`src/axis_input_pkg.sv`:
```
// Constants shared by the per-axis feedback and manual input stage.
// Assumes a 32-bit AXI4-Lite register slave with an 8-bit byte address.
package axis_input_pkg;

  // Register byte offsets.
  localparam logic [7:0] CTRL_OFF = 8'h00;
  localparam logic [7:0] FEED_LEN_OFF = 8'h04;
  localparam logic [7:0] COUNT_BASE_OFF = 8'h08;
  localparam logic [7:0] EXT_STATUS_OFF = 8'h18;

  // Control register field positions.
  localparam int ENC_MODE_LSB = 0;
  localparam int ENC_REV_BIT = 2;
  localparam int HW_MODE_LSB = 4;
  localparam int HW_REV_BIT = 6;
  localparam int JOG_MODE_LSB = 8;
  localparam int USE_MARKER_BIT = 10;
  localparam int CLEAR_SEL_LSB = 12;
  localparam int POL_LSB = 16;

  // Values after reset: 4x decoding on both inputs, every input active low.
  localparam logic [31:0] CTRL_RESET = 32'h0000_0022;
  localparam logic [31:0] FEED_LEN_RESET = 32'h0000_0000;

  // Polarity bit index inside the polarity field.
  localparam int POL_MARKER = 0;
  localparam int POL_JOG = 1;
  localparam int POL_OVR = 2;
  localparam int POL_INPOS = 3;
  localparam int POL_CLR = 4;

  // Pin index inside the synchronised pin vector.
  localparam int PIN_QA = 0;
  localparam int PIN_QB = 1;
  localparam int PIN_MARKER = 2;
  localparam int PIN_HWA = 3;
  localparam int PIN_HWB = 4;
  localparam int PIN_HWEN_N = 5;
  localparam int PIN_JOGP = 6;
  localparam int PIN_JOGM = 7;
  localparam int PIN_OVR = 8;
  localparam int PIN_INPOS = 9;
  localparam int PIN_CLR = 10;
  localparam int NUM_PINS = 11;

  localparam int NUM_COUNTERS = 4;

  localparam logic [1:0] RESP_OKAY = 2'h0;
  localparam logic [1:0] RESP_SLVERR = 2'h2;

  typedef enum logic [1:0] {
    DEC_X1 = 2'b00,
    DEC_X2 = 2'b01,
    DEC_X4 = 2'b10,
    DEC_UPDOWN = 2'b11
  } dec_mode_e;

  typedef enum logic [1:0] {
    JOG_FEED_LEN = 2'b00,
    JOG_CONST = 2'b01,
    JOG_HIGH = 2'b10,
    JOG_SPARE = 2'b11
  } jog_mode_e;

endpackage

```
`src/axis_inputs.sv`:
```
// Per-axis feedback and manual input stage with an AXI4-Lite register slave.
// Assumes pins are asynchronous to CORE_CLK and the motion core consumes
// the one-cycle request pulses given here on the same clock.
`timescale 1ns/100ps

// Notes on behaviour
// - Encoder input decodes quadrature at 1x, 2x or 4x, or up/down pulses.
// - Encoder counts up when A leads B, down when B leads A.
// - Separate software bits reverse the count direction of encoder and handwheel.
// - During origin return with marker use, the marker refines home position.
// - Handwheel input decodes quadrature at 1x, 2x or 4x, or up/down pulses.
// - Handwheel counts up when A leads B, down when B leads A.
// - Handwheel and jog inputs count only while the enable pin is low.
// - An asserted jog switch starts motion in its own direction.
// - Jog motion is a fixed feed length, constant or high-speed feed.
// - The override trigger starts the second target-position override.
// - The clear input resets every software-selected position counter.
// - Inputs have selectable polarity and their levels read as extension status.
module axis_inputs (
  input wire logic CORE_CLK,
  input wire logic SRST,
  input wire logic QUAD_A_FEEDBACK,
  input wire logic QUAD_B_FEEDBACK,
  input wire logic INDEX_MARKER_IN,
  input wire logic HANDWHEEL_A_IN,
  input wire logic HANDWHEEL_B_IN,
  input wire logic HANDWHEEL_ENABLE_N,
  input wire logic JOG_PLUS_IN,
  input wire logic JOG_MINUS_IN,
  input wire logic TARGET_OVERRIDE_TRIGGER,
  input wire logic SERVO_IN_POSITION,
  input wire logic COUNTER_CLEAR_IN,
  input wire logic ORIGIN_RETURN_ACTIVE,
  output logic HOME_MARKER,
  output logic HW_STEP,
  output logic HW_UP,
  output logic JOG_START,
  output logic JOG_DIR_PLUS,
  output logic [1:0] JOG_FEED_MODE,
  output logic JOG_RELEASE,
  output logic [31:0] JOG_FEED_LENGTH,
  output logic OVERRIDE2_START,
  output logic IN_POSITION,
  input wire logic [7:0] S_AXI_AWADDR,
  input wire logic S_AXI_AWVALID,
  output logic S_AXI_AWREADY,
  input wire logic [31:0] S_AXI_WDATA,
  input wire logic [3:0] S_AXI_WSTRB,
  input wire logic S_AXI_WVALID,
  output logic S_AXI_WREADY,
  output logic [1:0] S_AXI_BRESP,
  output logic S_AXI_BVALID,
  input wire logic S_AXI_BREADY,
  input wire logic [7:0] S_AXI_ARADDR,
  input wire logic S_AXI_ARVALID,
  output logic S_AXI_ARREADY,
  output logic [31:0] S_AXI_RDATA,
  output logic [1:0] S_AXI_RRESP,
  output logic S_AXI_RVALID,
  input wire logic S_AXI_RREADY
);
  import axis_input_pkg::*;

  logic [NUM_PINS-1:0] pins;
  logic [NUM_PINS-1:0] sync1;
  logic [NUM_PINS-1:0] sync2;
  logic [31:0] ctrl;
  logic [4:0] pol;
  logic [4:0] act;
  logic [4:0] act_q;
  logic [4:0] rise;
  logic hw_enabled;
  logic enc_step;
  logic enc_up;
  logic hw_step_raw;
  logic hw_up_raw;
  logic jog_p;
  logic jog_m;
  logic jog_p_q;
  logic jog_m_q;
  logic jog_run;
  logic [NUM_COUNTERS-1:0] cnt_inc;
  logic [NUM_COUNTERS-1:0] cnt_dec;
  logic [NUM_COUNTERS-1:0] cnt_clr;
  logic [31:0] count [NUM_COUNTERS];
  logic wr_go;
  logic rd_go;
  logic [31:0] next_rdata;
  logic [1:0] next_rresp;
  logic [1:0] next_bresp;

  assign pins = {COUNTER_CLEAR_IN, SERVO_IN_POSITION, TARGET_OVERRIDE_TRIGGER,
                 JOG_MINUS_IN, JOG_PLUS_IN, HANDWHEEL_ENABLE_N, HANDWHEEL_B_IN,
                 HANDWHEEL_A_IN, INDEX_MARKER_IN, QUAD_B_FEEDBACK, QUAD_A_FEEDBACK};

  // Two-stage synchroniser per pin; only sync2 is read by the logic.
  genvar gi;
  generate
    for (gi = 0; gi < NUM_PINS; gi++) begin : g_sync
      always_ff @(posedge CORE_CLK) begin
        if (SRST) begin
          sync1[gi] <= 1'b0;
          sync2[gi] <= 1'b0;
        end else begin
          sync1[gi] <= pins[gi];
          sync2[gi] <= sync1[gi];
        end
      end
    end
  endgenerate

  // A clear polarity bit means the input is active low, as the pins idle high.
  assign pol = ctrl[POL_LSB +: 5];
  assign act[POL_MARKER] = sync2[PIN_MARKER] ^ ~pol[POL_MARKER];
  assign act[POL_JOG] = 1'b0;
  assign act[POL_OVR] = sync2[PIN_OVR] ^ ~pol[POL_OVR];
  assign act[POL_INPOS] = sync2[PIN_INPOS] ^ ~pol[POL_INPOS];
  assign act[POL_CLR] = sync2[PIN_CLR] ^ ~pol[POL_CLR];
  assign jog_p = sync2[PIN_JOGP] ^ ~pol[POL_JOG];
  assign jog_m = sync2[PIN_JOGM] ^ ~pol[POL_JOG];
  assign hw_enabled = ~sync2[PIN_HWEN_N];
  assign rise = act & ~act_q;

  // Edge history of the conditioned inputs. It starts high, the level that an
  // active-low input shows while the synchronisers are cleared, so that leaving
  // reset is never mistaken for an override, marker, clear or jog edge.
  always_ff @(posedge CORE_CLK) begin
    if (SRST) begin
      act_q <= 5'h1F;
      jog_p_q <= 1'b1;
      jog_m_q <= 1'b1;
    end else begin
      act_q <= act;
      jog_p_q <= jog_p;
      jog_m_q <= jog_m;
    end
  end

  quad_decoder u_enc_dec (
    .clk(CORE_CLK),
    .srst(SRST),
    .a(sync2[PIN_QA]),
    .b(sync2[PIN_QB]),
    .mode(dec_mode_e'(ctrl[ENC_MODE_LSB +: 2])),
    .reverse(ctrl[ENC_REV_BIT]),
    .step(enc_step),
    .up(enc_up)
  );

  quad_decoder u_hw_dec (
    .clk(CORE_CLK),
    .srst(SRST),
    .a(sync2[PIN_HWA]),
    .b(sync2[PIN_HWB]),
    .mode(dec_mode_e'(ctrl[HW_MODE_LSB +: 2])),
    .reverse(ctrl[HW_REV_BIT]),
    .step(hw_step_raw),
    .up(hw_up_raw)
  );

  // Handwheel drive pulses, marker, override and in-position to the motion core.
  always_ff @(posedge CORE_CLK) begin
    if (SRST) begin
      HW_STEP <= 1'b0;
      HW_UP <= 1'b1;
      HOME_MARKER <= 1'b0;
      OVERRIDE2_START <= 1'b0;
      IN_POSITION <= 1'b0;
    end else begin
      HW_STEP <= hw_step_raw & hw_enabled;
      HW_UP <= hw_up_raw;
      HOME_MARKER <= rise[POL_MARKER] & ORIGIN_RETURN_ACTIVE & ctrl[USE_MARKER_BIT];
      OVERRIDE2_START <= rise[POL_OVR];
      IN_POSITION <= act[POL_INPOS];
    end
  end

  // Jog switches: a press starts motion; in the continuous modes the release,
  // or losing the enable, tells the motion core to decelerate and stop.
  // Both switches pressed in one cycle start nothing, since the way is unclear.
  always_ff @(posedge CORE_CLK) begin
    if (SRST) begin
      JOG_START <= 1'b0;
      JOG_DIR_PLUS <= 1'b1;
      JOG_FEED_MODE <= JOG_FEED_LEN;
      JOG_RELEASE <= 1'b0;
      jog_run <= 1'b0;
    end else begin
      JOG_START <= 1'b0;
      JOG_RELEASE <= 1'b0;
      if (jog_run) begin
        if (!hw_enabled || (JOG_DIR_PLUS ? !jog_p : !jog_m)) begin
          JOG_RELEASE <= 1'b1;
          jog_run <= 1'b0;
        end
      end else if (hw_enabled && ((jog_p && !jog_p_q) ^ (jog_m && !jog_m_q))) begin
        JOG_START <= 1'b1;
        JOG_DIR_PLUS <= jog_p && !jog_p_q;
        JOG_FEED_MODE <= ctrl[JOG_MODE_LSB +: 2];
        jog_run <= ctrl[JOG_MODE_LSB +: 2] != JOG_FEED_LEN;
      end
    end
  end

  // Counter sources: encoder, gated handwheel, marker edges and jog starts.
  assign cnt_inc = {JOG_START, rise[POL_MARKER], HW_STEP & HW_UP, enc_step & enc_up};
  assign cnt_dec = {1'b0, 1'b0, HW_STEP & ~HW_UP, enc_step & ~enc_up};
  assign cnt_clr = {4{rise[POL_CLR]}} & ctrl[CLEAR_SEL_LSB +: 4];

  // One counter per entry; a clear beats a count landing in the same cycle.
  generate
    for (gi = 0; gi < NUM_COUNTERS; gi++) begin : g_cnt
      always_ff @(posedge CORE_CLK) begin
        if (SRST || cnt_clr[gi]) begin
          count[gi] <= 32'h0000_0000;
        end else if (cnt_inc[gi]) begin
          count[gi] <= count[gi] + 32'h0000_0001;
        end else if (cnt_dec[gi]) begin
          count[gi] <= count[gi] - 32'h0000_0001;
        end
      end
    end
  endgenerate

  // Address and data are taken together, so neither can be orphaned.
  assign wr_go = S_AXI_AWVALID && S_AXI_WVALID && !S_AXI_AWREADY && !S_AXI_BVALID;
  assign rd_go = S_AXI_ARVALID && !S_AXI_ARREADY && !S_AXI_RVALID;
  assign next_bresp = (S_AXI_AWADDR == CTRL_OFF || S_AXI_AWADDR == FEED_LEN_OFF
                       || (S_AXI_AWADDR >= COUNT_BASE_OFF && S_AXI_AWADDR <= EXT_STATUS_OFF
                           && S_AXI_AWADDR[1:0] == 2'h0)) ? RESP_OKAY : RESP_SLVERR;

  // Write channel handshake and response.
  always_ff @(posedge CORE_CLK) begin
    if (SRST) begin
      S_AXI_AWREADY <= 1'b0;
      S_AXI_WREADY <= 1'b0;
      S_AXI_BVALID <= 1'b0;
      S_AXI_BRESP <= RESP_OKAY;
    end else begin
      S_AXI_AWREADY <= wr_go;
      S_AXI_WREADY <= wr_go;
      if (S_AXI_AWREADY) begin
        S_AXI_BVALID <= 1'b1;
        S_AXI_BRESP <= next_bresp;
      end else if (S_AXI_BREADY) begin
        S_AXI_BVALID <= 1'b0;
      end
    end
  end

  // Writable registers; byte strobes select the lanes that change.
  always_ff @(posedge CORE_CLK) begin
    if (SRST) begin
      ctrl <= CTRL_RESET;
      JOG_FEED_LENGTH <= FEED_LEN_RESET;
    end else if (S_AXI_AWREADY) begin
      for (int i = 0; i < 4; i++) begin
        if (S_AXI_WSTRB[i] && S_AXI_AWADDR == CTRL_OFF) begin
          ctrl[8*i +: 8] <= S_AXI_WDATA[8*i +: 8];
        end
        if (S_AXI_WSTRB[i] && S_AXI_AWADDR == FEED_LEN_OFF) begin
          JOG_FEED_LENGTH[8*i +: 8] <= S_AXI_WDATA[8*i +: 8];
        end
      end
    end
  end

  // Read mux; the extension status word shows raw synchronised pin levels, with jog_run in bit 7.
  always_comb begin
    next_rdata = 32'h0000_0000;
    next_rresp = RESP_OKAY;
    unique case (S_AXI_ARADDR)
      CTRL_OFF: next_rdata = ctrl;
      FEED_LEN_OFF: next_rdata = JOG_FEED_LENGTH;
      COUNT_BASE_OFF: next_rdata = count[0];
      COUNT_BASE_OFF + 8'h04: next_rdata = count[1];
      COUNT_BASE_OFF + 8'h08: next_rdata = count[2];
      COUNT_BASE_OFF + 8'h0C: next_rdata = count[3];
      EXT_STATUS_OFF: next_rdata = {24'h00_0000, jog_run, sync2[PIN_HWEN_N],
                                    sync2[PIN_CLR], sync2[PIN_INPOS], sync2[PIN_OVR],
                                    sync2[PIN_JOGM], sync2[PIN_JOGP],
                                    sync2[PIN_MARKER]};
      default: next_rresp = RESP_SLVERR;
    endcase
  end

  // Read channel; data is captured on the same edge that the address is taken.
  always_ff @(posedge CORE_CLK) begin
    if (SRST) begin
      S_AXI_ARREADY <= 1'b0;
      S_AXI_RVALID <= 1'b0;
      S_AXI_RDATA <= 32'h0000_0000;
      S_AXI_RRESP <= RESP_OKAY;
    end else begin
      S_AXI_ARREADY <= rd_go;
      if (S_AXI_ARREADY) begin
        S_AXI_RVALID <= 1'b1;
        S_AXI_RDATA <= next_rdata;
        S_AXI_RRESP <= next_rresp;
      end else if (S_AXI_RREADY) begin
        S_AXI_RVALID <= 1'b0;
      end
    end
  end

  // Checks on the pin path; an attempt begun at a reset edge is not judged.
  a_sync_delay: assert property (@(posedge CORE_CLK) disable iff (SRST)
    !SRST |-> ##2 (sync2 == $past(pins, 2)))
    else $error("Pin did not arrive after two stages");
  a_hw_gate: assert property (@(posedge CORE_CLK) disable iff (SRST)
    (!hw_enabled && !JOG_START) |=> (!HW_STEP && !JOG_START))
    else $error("Manual input honoured while disabled");
  a_jog_start: assert property (@(posedge CORE_CLK) disable iff (SRST)
    (hw_enabled && !jog_run && jog_p && !jog_p_q && !(jog_m && !jog_m_q))
    |=> (JOG_START && JOG_DIR_PLUS))
    else $error("Plus jog did not start motion");
  a_jog_mode: assert property (@(posedge CORE_CLK) disable iff (SRST)
    JOG_START |-> (JOG_FEED_MODE == $past(ctrl[JOG_MODE_LSB +: 2])
                   && jog_run == (JOG_FEED_MODE != JOG_FEED_LEN)))
    else $error("Jog mode not taken from control");
  a_override_go: assert property (@(posedge CORE_CLK) disable iff (SRST)
    rise[POL_OVR] |=> OVERRIDE2_START ##1 !OVERRIDE2_START)
    else $error("Override trigger not a single pulse");
  a_marker_home: assert property (@(posedge CORE_CLK) disable iff (SRST)
    HOME_MARKER |-> $past(ORIGIN_RETURN_ACTIVE && ctrl[USE_MARKER_BIT]))
    else $error("Marker used outside origin return");
  a_clear_sel: assert property (@(posedge CORE_CLK) disable iff (SRST)
    (rise[POL_CLR] && ctrl[CLEAR_SEL_LSB]) |=> (count[0] == 32'h0000_0000))
    else $error("Selected counter not cleared");
  a_enc_count: assert property (@(posedge CORE_CLK) disable iff (SRST)
    (enc_step && enc_up && !cnt_clr[0]) |=> (count[0] == $past(count[0]) + 32'h0000_0001))
    else $error("Encoder step did not count");
  a_in_position: assert property (@(posedge CORE_CLK) disable iff (SRST)
    !SRST |=> (IN_POSITION == $past(sync2[PIN_INPOS] == pol[POL_INPOS])))
    else $error("In-position level ignores its polarity");

  // Covers for continuous jog, marker, clear, override and handwheel travel.
  c_jog_cont: cover property (@(posedge CORE_CLK) JOG_START && jog_run ##[1:50] JOG_RELEASE);
  c_marker: cover property (@(posedge CORE_CLK) HOME_MARKER);
  c_clear: cover property (@(posedge CORE_CLK) |cnt_clr);
  c_override: cover property (@(posedge CORE_CLK) OVERRIDE2_START);
  c_hw_down: cover property (@(posedge CORE_CLK) HW_STEP && !HW_UP);

endmodule

```
`src/quad_decoder.sv`:
```
// Two-phase decoder for one pair of already synchronised pulse inputs.
// Assumes a and b are on the core clock; gives one step pulse per count.
`timescale 1ns/100ps
module quad_decoder (
  input wire logic clk,
  input wire logic srst,
  input wire logic a,
  input wire logic b,
  input wire axis_input_pkg::dec_mode_e mode,
  input wire logic reverse,
  output logic step,
  output logic up
);
  import axis_input_pkg::*;

  logic a_q;
  logic b_q;
  logic a_edge;
  logic b_edge;
  logic next_step;
  logic next_up;

  // Previous levels, used to find the edges.
  always_ff @(posedge clk) begin
    if (srst) begin
      a_q <= 1'b0;
      b_q <= 1'b0;
    end else begin
      a_q <= a;
      b_q <= b;
    end
  end

  assign a_edge = a ^ a_q;
  assign b_edge = b ^ b_q;

  // Both phases moving together is a skipped state; 2x and 4x leave it uncounted, while 1x and up/down can count it.
  always_comb begin
    next_step = 1'b0;
    next_up = 1'b1;
    unique case (mode)
      DEC_X1: begin
        next_step = a & ~a_q;
        next_up = ~b;
      end
      DEC_X2: begin
        next_step = a_edge & ~b_edge;
        next_up = a ^ b;
      end
      DEC_X4: begin
        next_step = a_edge ^ b_edge;
        next_up = a_edge ? (a ^ b) : ~(a ^ b);
      end
      DEC_UPDOWN: begin
        next_step = (a & ~a_q) ^ (b & ~b_q);
        next_up = a & ~a_q;
      end
    endcase
  end

  // Reversal simply swaps the reported direction.
  always_ff @(posedge clk) begin
    if (srst) begin
      step <= 1'b0;
      up <= 1'b1;
    end else begin
      step <= next_step;
      up <= next_up ^ reverse;
    end
  end

  a_quad_lead_up: assert property (@(posedge clk) disable iff (srst)
    (mode == DEC_X4 && !reverse && a && !a_q && !b && !b_q) |=> (step && up))
    else $error("A leading B did not count up");
  a_quad_lead_down: assert property (@(posedge clk) disable iff (srst)
    (mode == DEC_X4 && !reverse && b && !b_q && !a && !a_q) |=> (step && !up))
    else $error("B leading A did not count down");
  a_updown_pulse: assert property (@(posedge clk) disable iff (srst)
    (mode == DEC_UPDOWN && b && !b_q && !(a && !a_q)) |=> (step && (up == reverse)))
    else $error("Pulse on B did not count down");

endmodule

```
`config.mk`:
```
export PLATFORM = sky130hd
export DESIGN_NAME = axis_inputs
export DESIGN_NICKNAME = d
export VERILOG_FILES = /design/src/axis_input_pkg.sv /design/src/axis_inputs.sv /design/src/quad_decoder.sv
export SDC_FILE = /design/constraint.sdc
export NUM_CORES = 1
export LEC_CHECK = 0
export BUFFER_PORTS_ARGS = -buffer_cell sky130_fd_sc_hd__buf_2
export CAP_MARGIN = 25
export CORE_AREA = 2 2 211 161
export CTS_CLUSTER_SIZE = 25
export DETAILED_ROUTE_END_ITERATION = 16
export DIE_AREA = 0 0 213 163
export GPL_TIMING_DRIVEN = 1
export SLEW_MARGIN = 10
export SYNTH_ARGS = -nofsm -noshare
export SYNTH_HDL_FRONTEND = slang
export SYNTH_HIERARCHICAL = 1
export SYNTH_SLANG_ARGS = --single-unit
```
`constraint.sdc`:
```
create_clock -name CORE_CLK -period 4.68 [get_ports CORE_CLK]
set_clock_uncertainty 0.1 [all_clocks]
set_input_delay 0.936 -clock CORE_CLK [delete_from_list [all_inputs] [get_ports CORE_CLK]]
set_output_delay 0.936 -clock CORE_CLK [all_outputs]
set_load 0.01 [all_outputs]
```
* After elaboration in Yosys (flattened, before gate mapping)
Memories as Yosys holds them, arrays and structs flattened.
Cells that the tools add are included.
** Word-level totals
- Register bits after elaboration :: 152
- Bits in writable memories :: 128
- Input port bits :: 71
- Output and inout port bits :: 83
- Logic and storage cells :: 248
- Memories kept :: 1
** Cells by class
- Add/sub/neg operators :: 6
- Order comparisons :: 2
- Eq/ne operators :: 13
- Muxes and demuxes :: 54
- Bitwise gates (word level) :: 60
- Reductions and logical operators :: 53
** Memories
- count :: depth 4, bits a word 32, rd ports 4, clocked after Yosys merged registers in 0, wr ports 4, RTL line axis_inputs.sv:85 : logic [31:0] count [NUM_COUNTERS];
** Operators by type and width (count)
- 32-bit case mux with 7 select lines :: 1
- 32-bit two-way mux :: 6
- 32-bit by 1-bit adder with 32-bit output (second input constant) :: 4
- 32-bit by 1-bit subtractor with 32-bit output (second input constant) :: 2
- 1-bit two-way mux :: 40
- 8-bit by 5-bit equality test with 1-bit output (second input constant) :: 3
- 1-bit NOT :: 19
- 1-bit bitwise XOR :: 19
- 1-bit logical AND :: 18
- 2-bit AND reduction :: 9
- 8-bit by 3-bit equality test with 1-bit output (second input constant) :: 2
- 8-bit by 4-bit equality test with 1-bit output (second input constant) :: 2
- 8-bit zero test :: 2
- 1-bit case mux with 4 select lines :: 4
- 1-bit AND :: 13
- 2-bit equality test (second input constant) :: 4
- 8-bit by 4-bit greater-or-equal comparator with 1-bit output (second input constant) :: 1
- 8-bit by 5-bit less-or-equal comparator with 1-bit output (second input constant) :: 1
- 1-bit zero test :: 8
- 1-bit logical OR :: 7
- 7-bit OR reduction :: 1
- 2-bit zero test :: 3
- 2-bit two-way mux :: 3
- 1-bit OR :: 6
- 6 further kinds :: 10

* Longest topological paths before layout
Gate-level depths: netlist of run 1.
- Depth in word-level cells :: 9
- Mapped depth :: 9
- Gate-level depth less buffers :: 8

* Cells and area by module
The synthesis of run 1 kept the hierarchy.
** Modules (own cells, without submodules)
- axis_inputs :: times used 1, cells an instance 1516, area each 14054.7 um^2, seq. area each 6646.4 um^2
- quad_decoder :: times used 2, cells an instance 28, area each 261.5 um^2, seq. area each 80.1 um^2

* Least setup slack after synthesis of run 1
No wires, ideal clock.
- Path kind :: reg2reg
- Start point :: register ctrl[16]
- End point :: memory count[2][0], enable pin
- Setup time :: 0.466 ns
- Arrival :: 2.783 ns
- Data required time :: 4.114 ns
- Setup slack :: 1.332 ns
- Stages on the path, launching flop included :: 3
- Buffers on the path :: 0
- Clock period less this slack :: 3.348 ns
- Cell sequence :: dfxtp_1 xor2_1 o21ai_0
** RTL lines
- start: declaration :: RTL line axis_inputs.sv:67 : logic [31:0] ctrl;
- start signal: indexed assignment :: RTL line axis_inputs.sv:259 : ctrl[8*i +: 8] <= S_AXI_WDATA[8*i +: 8];
- end: declaration :: RTL line axis_inputs.sv:85

* Final worst setup path of run 1
- Start point :: input port S_AXI_AWADDR[0]
- End point :: register JOG_FEED_LENGTH[6]
** Between the ends
- Longest elaborated chain between the ends :: 3
** Ends and longest elaborated chain
- start: declaration :: RTL line axis_inputs.sv:44 : input wire logic [7:0] S_AXI_AWADDR,
- 8-bit by 3-bit equality test with 1-bit output :: RTL line axis_inputs.sv:261 : if (S_AXI_WSTRB[i] && S_AXI_AWADDR == FEED_LEN_OFF) begin
- 1-bit logical AND :: RTL line axis_inputs.sv:261
- 2-bit AND reduction (no line)
- end signal: indexed assignment :: RTL line axis_inputs.sv:262 : JOG_FEED_LENGTH[8*i +: 8] <= S_AXI_WDATA[8*i +: 8];
- end: declaration :: RTL line axis_inputs.sv:41 : output logic [31:0] JOG_FEED_LENGTH,
No other way between the ends.
A chain may end at the register's enable or synchronous reset.

==> key figures, run 1 <==
Status
  – Status: completed

Worst setup path
  – Crit-path cells: buf_2 -> or4_1 -> nand4bb_1 -> nor2_1 -> mux2i_1 -> nor2_1
  – FF-to-FF path depth: 5
  – Critical path arrival: 3.51 ns
  – Worst Path Required: between 5 and 6 ns
  – Top Family by Delay on Critical Path: simple AND/OR/NAND/NOR gates
  – Max FO, Critical Path: 16
  – WP buf/inv: 1
  – Critical path class: primary input to flop
  – FF-to-FF setup slack: roughly 1.7 ns
  – CP Launch Point: S_AXI_AWADDR[0]
  – Levels on crit path: 6
  – Worst r2r src: count[1][10]
  – Crit-path most repeated cell: nor2_1
  – Capturing point of the worst reg2reg path: count[1][21]
  – Crit start category: primary input
  – Setup crit end kind: flop
  – CP max stage cell: nor2_1
  – Worst Setup EP: JOG_FEED_LENGTH[6]
  – Max stage delay on crit path: roughly 0.85 ns

Clocking
  – Sinks on Clock Net: roughly 280
  – Post-CTS Hold Buffers: 0
  – Clock Path Buffers: 3
  – CTS tree: built
  – Post_cts resized: 0
  – Post-CTS Setup Repair Bufs: 0
  – CTS root buf: clkbuf_16
  – Clock-pin transition on the worst setup and hold timing paths: approximately 0.06 ns
  – Htree depth: 1
  – Num CTS Buffers: 29
  – Later-pin clock latency in the skew report: 0.56 ns

Placement
  – Dpl ws: 1.03 ns
  – Placed cell count: 2,088
  – Placed inst area: 15,700 um^2
  – DPL Wire Length: 34.7 mm
  – Port Buffers: 151
  – Placer Congestion: approximately 0.91

Flow run
  – Max Cap Viol: 0

STA
  – Max Clk Rate: ~320 MHz
  – Hold Vio Cnt, Final: 0
  – Fin crit share: 67.8%
  – Tmin final: 3.17 ns
  – RSZ-0062 raised after global routing: no
  – Fin worst setup slack: 1.51 ns
  – Final slew viol count: 0
  – Max-slew headroom: 34.6%
  – Setup TNS: 0 ns
  – Setup violators final: 0
  – Slew at the pin closest to its max-slew limit: ~0.98 ns
  – Final Hold Slack: 0.293 ns

Logic synthesis
  – Post-Syn Area per Cell: between 9 and 10 um^2
  – Ys Warns: 6
  – Post-synth EDFFs: 128
  – Area of the mapped netlist: about 15,000 um^2
  – Flops & latches, synth: approximately 280
  – Mapped Cells: roughly 1,600
  – Main synth FF type: dfxtp_1
  – Synth unique cells: 64
  – Seq/Total Area, Yosys: 46.7%
  – Async S/R FF share, synth: 0%

Floorplanning
  – Die Area: 34,700 um^2
  – Initial Utilization: between 40% and 50%
  – Die span in x: 213 um
  – Core area: 32,900 um^2
  – I/O pin cnt: 154
  – Rows: 58
  – Die Ht: 163 um

Layout
  – Nets: 1,753
  – Non-filler cells, final: 2,143
  – Design area: roughly 17,000 um^2
  – Register area: 6810 um^2
  – Fillers: roughly 3,100
  – Share of cells above drive strength 1: 14.2%
  – Area occupied by multi-input gates: 7280 um^2
  – Layout Utilization: 50.7%
  – Area Overhead vs Synth: 14.3%

Detailed routing
  – Antenna Nets Post-Route: 0
  – Drt drc: 0
  – Vias: around 13,000
  – WL/cell: 21.9 um
  – DRT Wirelength: about 47 mm
  – Via density per instance: 5.97
  – Pre-antenna DRT Iters: 6
  – Initial DRC count: around 1,500

Global routing
  – Total gr overflow: 0
  – Initial antenna violation count: 2
  – Pin count of the biggest net entering global routing: 43
  – First-pass GRT wire length: 71.0 mm
  – GRT Util Overall: 26.8%
  – Vias in the first global route: 11,562

Worst hold path
  – Worst min-delay path category: flop to flop

Power and ir drop
  – Cell Pwr Density: 328 nW/um^2
  – VDD IR-drop max: 0.000303 V
  – Pwr Total: 5.47 mW
  – Leakage: 5.76 nW
worst min-delay path by stage:
stage / startpoint / to / slack (ns) / cells past startpoint
floorplan: act_q[2] / OVERRIDE2_START / 0.27 / 1
global placement: act_q[2] / OVERRIDE2_START / 0.29 / 1
detailed placement: act_q[2] / OVERRIDE2_START / 0.29 / 1
CTS: act_q[2] / OVERRIDE2_START / 0.30 / 1
global route: act_q[2] / OVERRIDE2_START / 0.31 / 1
finish: act_q[2] / OVERRIDE2_START / 0.29 / 1
layer usage:
metal / track usage [%] / share of wire [%] / vias to the layer above
met2: 37.8 / 41 / 577
met4: 6.10 / 2.2 / 0
li1: - / - / 6009
met1: 40.3 / 45 / 6149
met3: 7.44 / 12 / 54
met5: 0 / 0 / -
layout make-up:
cell class,instances,share of cell area (%)
inverter,32,0.721
sequential,276,40.9
clock inverter,7,0.360
antenna,2,0.0300
tap,450,3.38
timing repair buffer,173,5.53
clock buffer,45,5.44
multi-input combinational,1158,43.7
flip-flops by register name, indices dropped and copies added (netlist names), 2 cells and up:
signal and flops:
ctrl 32, JOG_FEED_MODE 2, act_q 3, count 128
JOG_FEED_LENGTH 32, sync1 11, sync2 11, S_AXI_RDATA 32
synth_stat cells (all sizes together), types with 22 or more instances:
| cell type | instances | area share (%) |
|---|---|---|
| nand3 | 53 | 1.9 |
| a21oi | 40 | 1.4 |
| dfxtp | 148 | 20 |
| xor2 | 32 | 1.9 |
| nor2b | 36 | 1.5 |
| nor2 | 208 | 5.4 |
| xnor2 | 73 | 4.4 |
| a22oi | 48 | 2.5 |
| nor4 | 47 | 2.0 |
| edfxtp | 128 | 26 |
| clkbuf | 94 | 2.4 |
| nand2 | 106 | 2.7 |
| inv | 32 | 0.82 |
| mux2i | 73 | 5.0 |
| nand4 | 34 | 1.5 |
| and3 | 22 | 0.94 |
| and4 | 23 | 1.4 |
| a221oi | 25 | 1.5 |
| o21ai | 80 | 2.7 |
| nor3 | 76 | 2.6 |
power by group:
| part | switching, mW | internal, mW | total (mW) | leakage (nW) |
|---|---|---|---|---|
| Clock | 0.982 | 1.38 | 2.36 | 0.484 |
| Sequential | 0.146 | 2.61 | 2.76 | 2.53 |
| Combinational | 0.215 | 0.137 | 0.352 | 2.74 |
| Total | 1.34 | 4.13 | 5.47 | 5.76 |
layout by cell type (no fill, tap or decap), types with 5 or more instances in the layout:
master,instances
nor2_1,207
buf_2,150
dfxtp_1,148
edfxtp_1,128
nand2_1,106
o21ai_0,79
nor3_1,76
xnor2_1,73
mux2i_1,73
nand3_1,52
a22oi_1,48
nor4_1,46
a21oi_1,40
nor2b_1,36
nand4_1,34
inv_1,32
xor2_1,32
clkbuf_16,32
a221oi_1,25
and4_1,23
and3_1,22
buf_4,22
a22o_1,20
or3_1,13
or4_1,12
ha_1,12
nor3b_1,11
o21a_1,11
and2_1,9
o22ai_1,8
o32ai_1,7
o31ai_1,6
nand2b_1,6
clkbuf_1,6
clkinv_2,6
or2_2,5
a311oi_1,5
a222oi_1,5
o2bb2ai_1,5
clkbuf_8,5
cell families after synthesis:
group | Yosys count | share of synthesized area, %
AOI/OAI and AO/OA | 284 | 13.2
xor gates and xnor gates | 105 | 6.31
adders and majority gates | 12 | 1.03
buffers and inverters | 139 | 3.75
DFF | 276 | 46.7
muxes | 76 | 5.24
other | 1 | 0.0257
and+or+nand+nor | 679 | 23.7
(Power assumes the default switching activity.)
==> run 2: changes to the inputs <==
PLACE_DENSITY = 0.66   (was not set)
clock period = 2.87 ns   (was 4.68 ns; I/O delays follow)
==> key figures, run 2 (synthesis gave the netlist of run 1 again) <==
Layout
  – Fillers: 3,012 (-2.4%)
  – Area Overhead vs Synth: 16.1%
  – Register area: 6810 um^2 (unchanged)
  – Share of cells above drive strength 1: 15.8% (+1.6 points)
  – Non-filler cells, final: 2,175 (+1.5%)
  – Area occupied by multi-input gates: 7280 um^2 (unchanged)
  – Largest register FFs: 128 (unchanged)
  – Most common cell after layout, fill and taps aside: nor2_1
  – Commonest cells after routing, fill and taps aside: 207 x nor2_1, 150 x buf_2, 148 x dfxtp_1, 128 x edfxtp_1, 106 x nand2_1
  – # diodes: 0 (-2)
  – Nets: 1,786 (+1.9%)
  – Biggest register: count

Power and ir drop
  – Clock share of power: 43.3% (about the same)
  – Leakage: 5.94 nW (+3.0%)
  – VDD IR-drop max: 0.000359 V (+19%)
  – Switch share: 24.2% (-0.30 points)
  – Int Pwr: 6.77 mW (+64%)
  – Sequential share of power: 49.9% (-0.5 points)
  – Cell Pwr Density: 528 nW/um^2 (+61%)
  – Sw power: 2.17 mW (+61%)
  – Combinational share of power: 6.8% (+0.4 points)

Worst setup path
  – Crit start category: flop
  – Critical path arrival: 2.84 ns (-0.67 ns)
  – Worst Path Required: 3.07 ns (-1.94 ns)
  – Critical path class: flop to flop
  – Setup crit end kind: flop
  – Max FO, Critical Path: 7 (-9)
  – FF-to-FF setup slack: 0.23 ns (-1.47 ns)
  – Worst r2r src: count[1][23]
  – FF-to-FF path depth: 5 (unchanged)
  – CP Launch Point: count[1][23]
  – Capturing point of the worst reg2reg path: count[1][30]

Global routing
  – Total gr overflow: 0 (unchanged)
  – Vias in the first global route: 11,829 (+2.3%)
  – First-pass GRT wire length: 70.5 mm (-0.77%)
  – Initial antenna violation count: 1 (-1)
  – Pin count of the biggest net entering global routing: 81 (+88%)
  – GRT Util Overall: 26.3% (-0.49 points)

Clocking
  – CTS tree: built
  – Clock Path Buffers: 3 (unchanged)
  – Num CTS Buffers: 28 (-3.4%)
  – Later-pin clock latency in the skew report: 0.56 ns (about the same)
  – Post-CTS Hold Buffers: 0 (unchanged)
  – Htree depth: 1 (unchanged)
  – Post_cts resized: 0 (unchanged)
  – Sinks on Clock Net: 276 (unchanged)
  – Clock-pin transition on the worst setup and hold timing paths: 0.06 ns (about the same)
  – Post-CTS Setup Repair Bufs: 0 (unchanged)
  – CTS root buf: clkbuf_16

STA
  – Slew at the pin closest to its max-slew limit: 1.02 ns (+0.0384 ns)
  – Fin worst setup slack: 0.226 ns (-1.28 ns)
  – Setup violators final: 0 (unchanged)
  – Hold Vio Cnt, Final: 0 (unchanged)
  – Fin crit share: 92.1%
  – Final slew viol count: 0 (unchanged)
  – Setup TNS: 0 ns (unchanged)
  – RSZ-0062 raised after global routing: no
  – Max-slew headroom: 32.2% (-2.4 points)
  – Tmin final: 2.64 ns
  – Max Clk Rate: 378 MHz

Floorplanning
  – I/O pin cnt: 154 (unchanged)
  – Rows: 58 (unchanged)
  – Die span in x: 213 um (unchanged)
  – Core area: 32,900 um^2 (unchanged)
  – Die Ht: 163 um (unchanged)
  – Die Area: 34,700 um^2 (unchanged)
  – Initial Utilization: 44.3% (unchanged)

Detailed routing
  – Antenna Nets Post-Route: 0 (unchanged)
  – Vias: 12,950 (+1.3%)
  – Top layer in use: met4
  – Pre-antenna DRT Iters: 6 (unchanged)
  – Initial DRC count: 1,787 (+19%)
  – WL/cell: 21.0 um (-4.2%)
  – Drt drc: 0 (unchanged)
  – Routed met1 length: 21.3 mm (+0.62%)
  – DRT Wirelength: 45.6 mm (-2.8%)
  – Met2 WL post-DR: 18.7 mm (-2.9%)
  – Via density per instance: 5.95 (-0.23%)
  – Wire length on met3: 4.98 mm (-8.0%)

Worst hold path
  – Hold depth: 2 (+1)
  – Worst min-delay path category: primary input to flop
  – Hold Crit Start: QUAD_A_FEEDBACK
  – Hold EP: sync1[0]

Placement
  – Placed cell count: 2,123 (+1.7%)
  – Port Buffers: 151 (unchanged)
  – Dpl ws: 0.242 ns (-0.789 ns)
  – Placer Congestion: 0.968 (+6.1%)
  – DPL Wire Length: 34.0 mm (-2.1%)

Flow run
  – Max Cap Viol: 0 (unchanged)

Status
  – Status: completed
==> run 2: metrics by stage <==
step	util (%)	cell area, um^2	total power [mW]	hold WS [ns]
2_1_floorplan	-	14600	4.86	0.273
4_1_cts	51.5	16900	8.97	0.103
5_1_grt	51.5	16900	9.23	0.113
3_3_place_gp	48.5	15900	5.12	0.290
3_5_place_dp	48.5	15900	5.13	0.292
6_report	51.5	16900	8.94	0.122
==> run 2: power by group through the flow <==
stage | registers (mW) | logic [mW] | clock network, mW
floorplan | 4.44 | 0.414 | 0
global placement | 4.53 | 0.588 | 0
detailed placement | 4.54 | 0.597 | 0
CTS | 4.45 | 0.600 | 3.91
global route | 4.48 | 0.663 | 4.08
finish | 4.46 | 0.609 | 3.87
==> run 2: routing by layer <==
metal	vias to the layer above	global-route usage, %
met3	44	6.15
met2	592	37.0
met4	0	3.88
met1	6250	41.2
met5	-	0
li1	6064	-
==> run 2: area by class of cell <==
type | count | area share [%]
repair buffers | 207 | 6.97
well taps | 450 | 3.33
inverters | 32 | 0.710
clock buffers | 47 | 5.47
clock inverters | 5 | 0.296
flip-flops and latches | 276 | 40.2
multi-input cells | 1158 | 43.0
==> run 2: worst max path at each step <==
stage	slack [ns]	end	cells after the start
4_1_cts	0.24	count[1][30]	5
3_3_place_gp	0.27	count[1][30]	5
5_1_grt	0.11	count[0][28]	7
3_5_place_dp	0.24	count[1][30]	5
6_report	0.23	count[1][30]	5
2_1_floorplan	0.25	count[1][30]	6
==> run 2: worst max-delay path, cell delays in order, from the launching register on <==
cell and delay (ns):
edfxtp_1 0.47, or4_4 0.54, or4b_4 0.50, or4_4 0.55, a21oi_1 0.17, nor3b_2 0.06
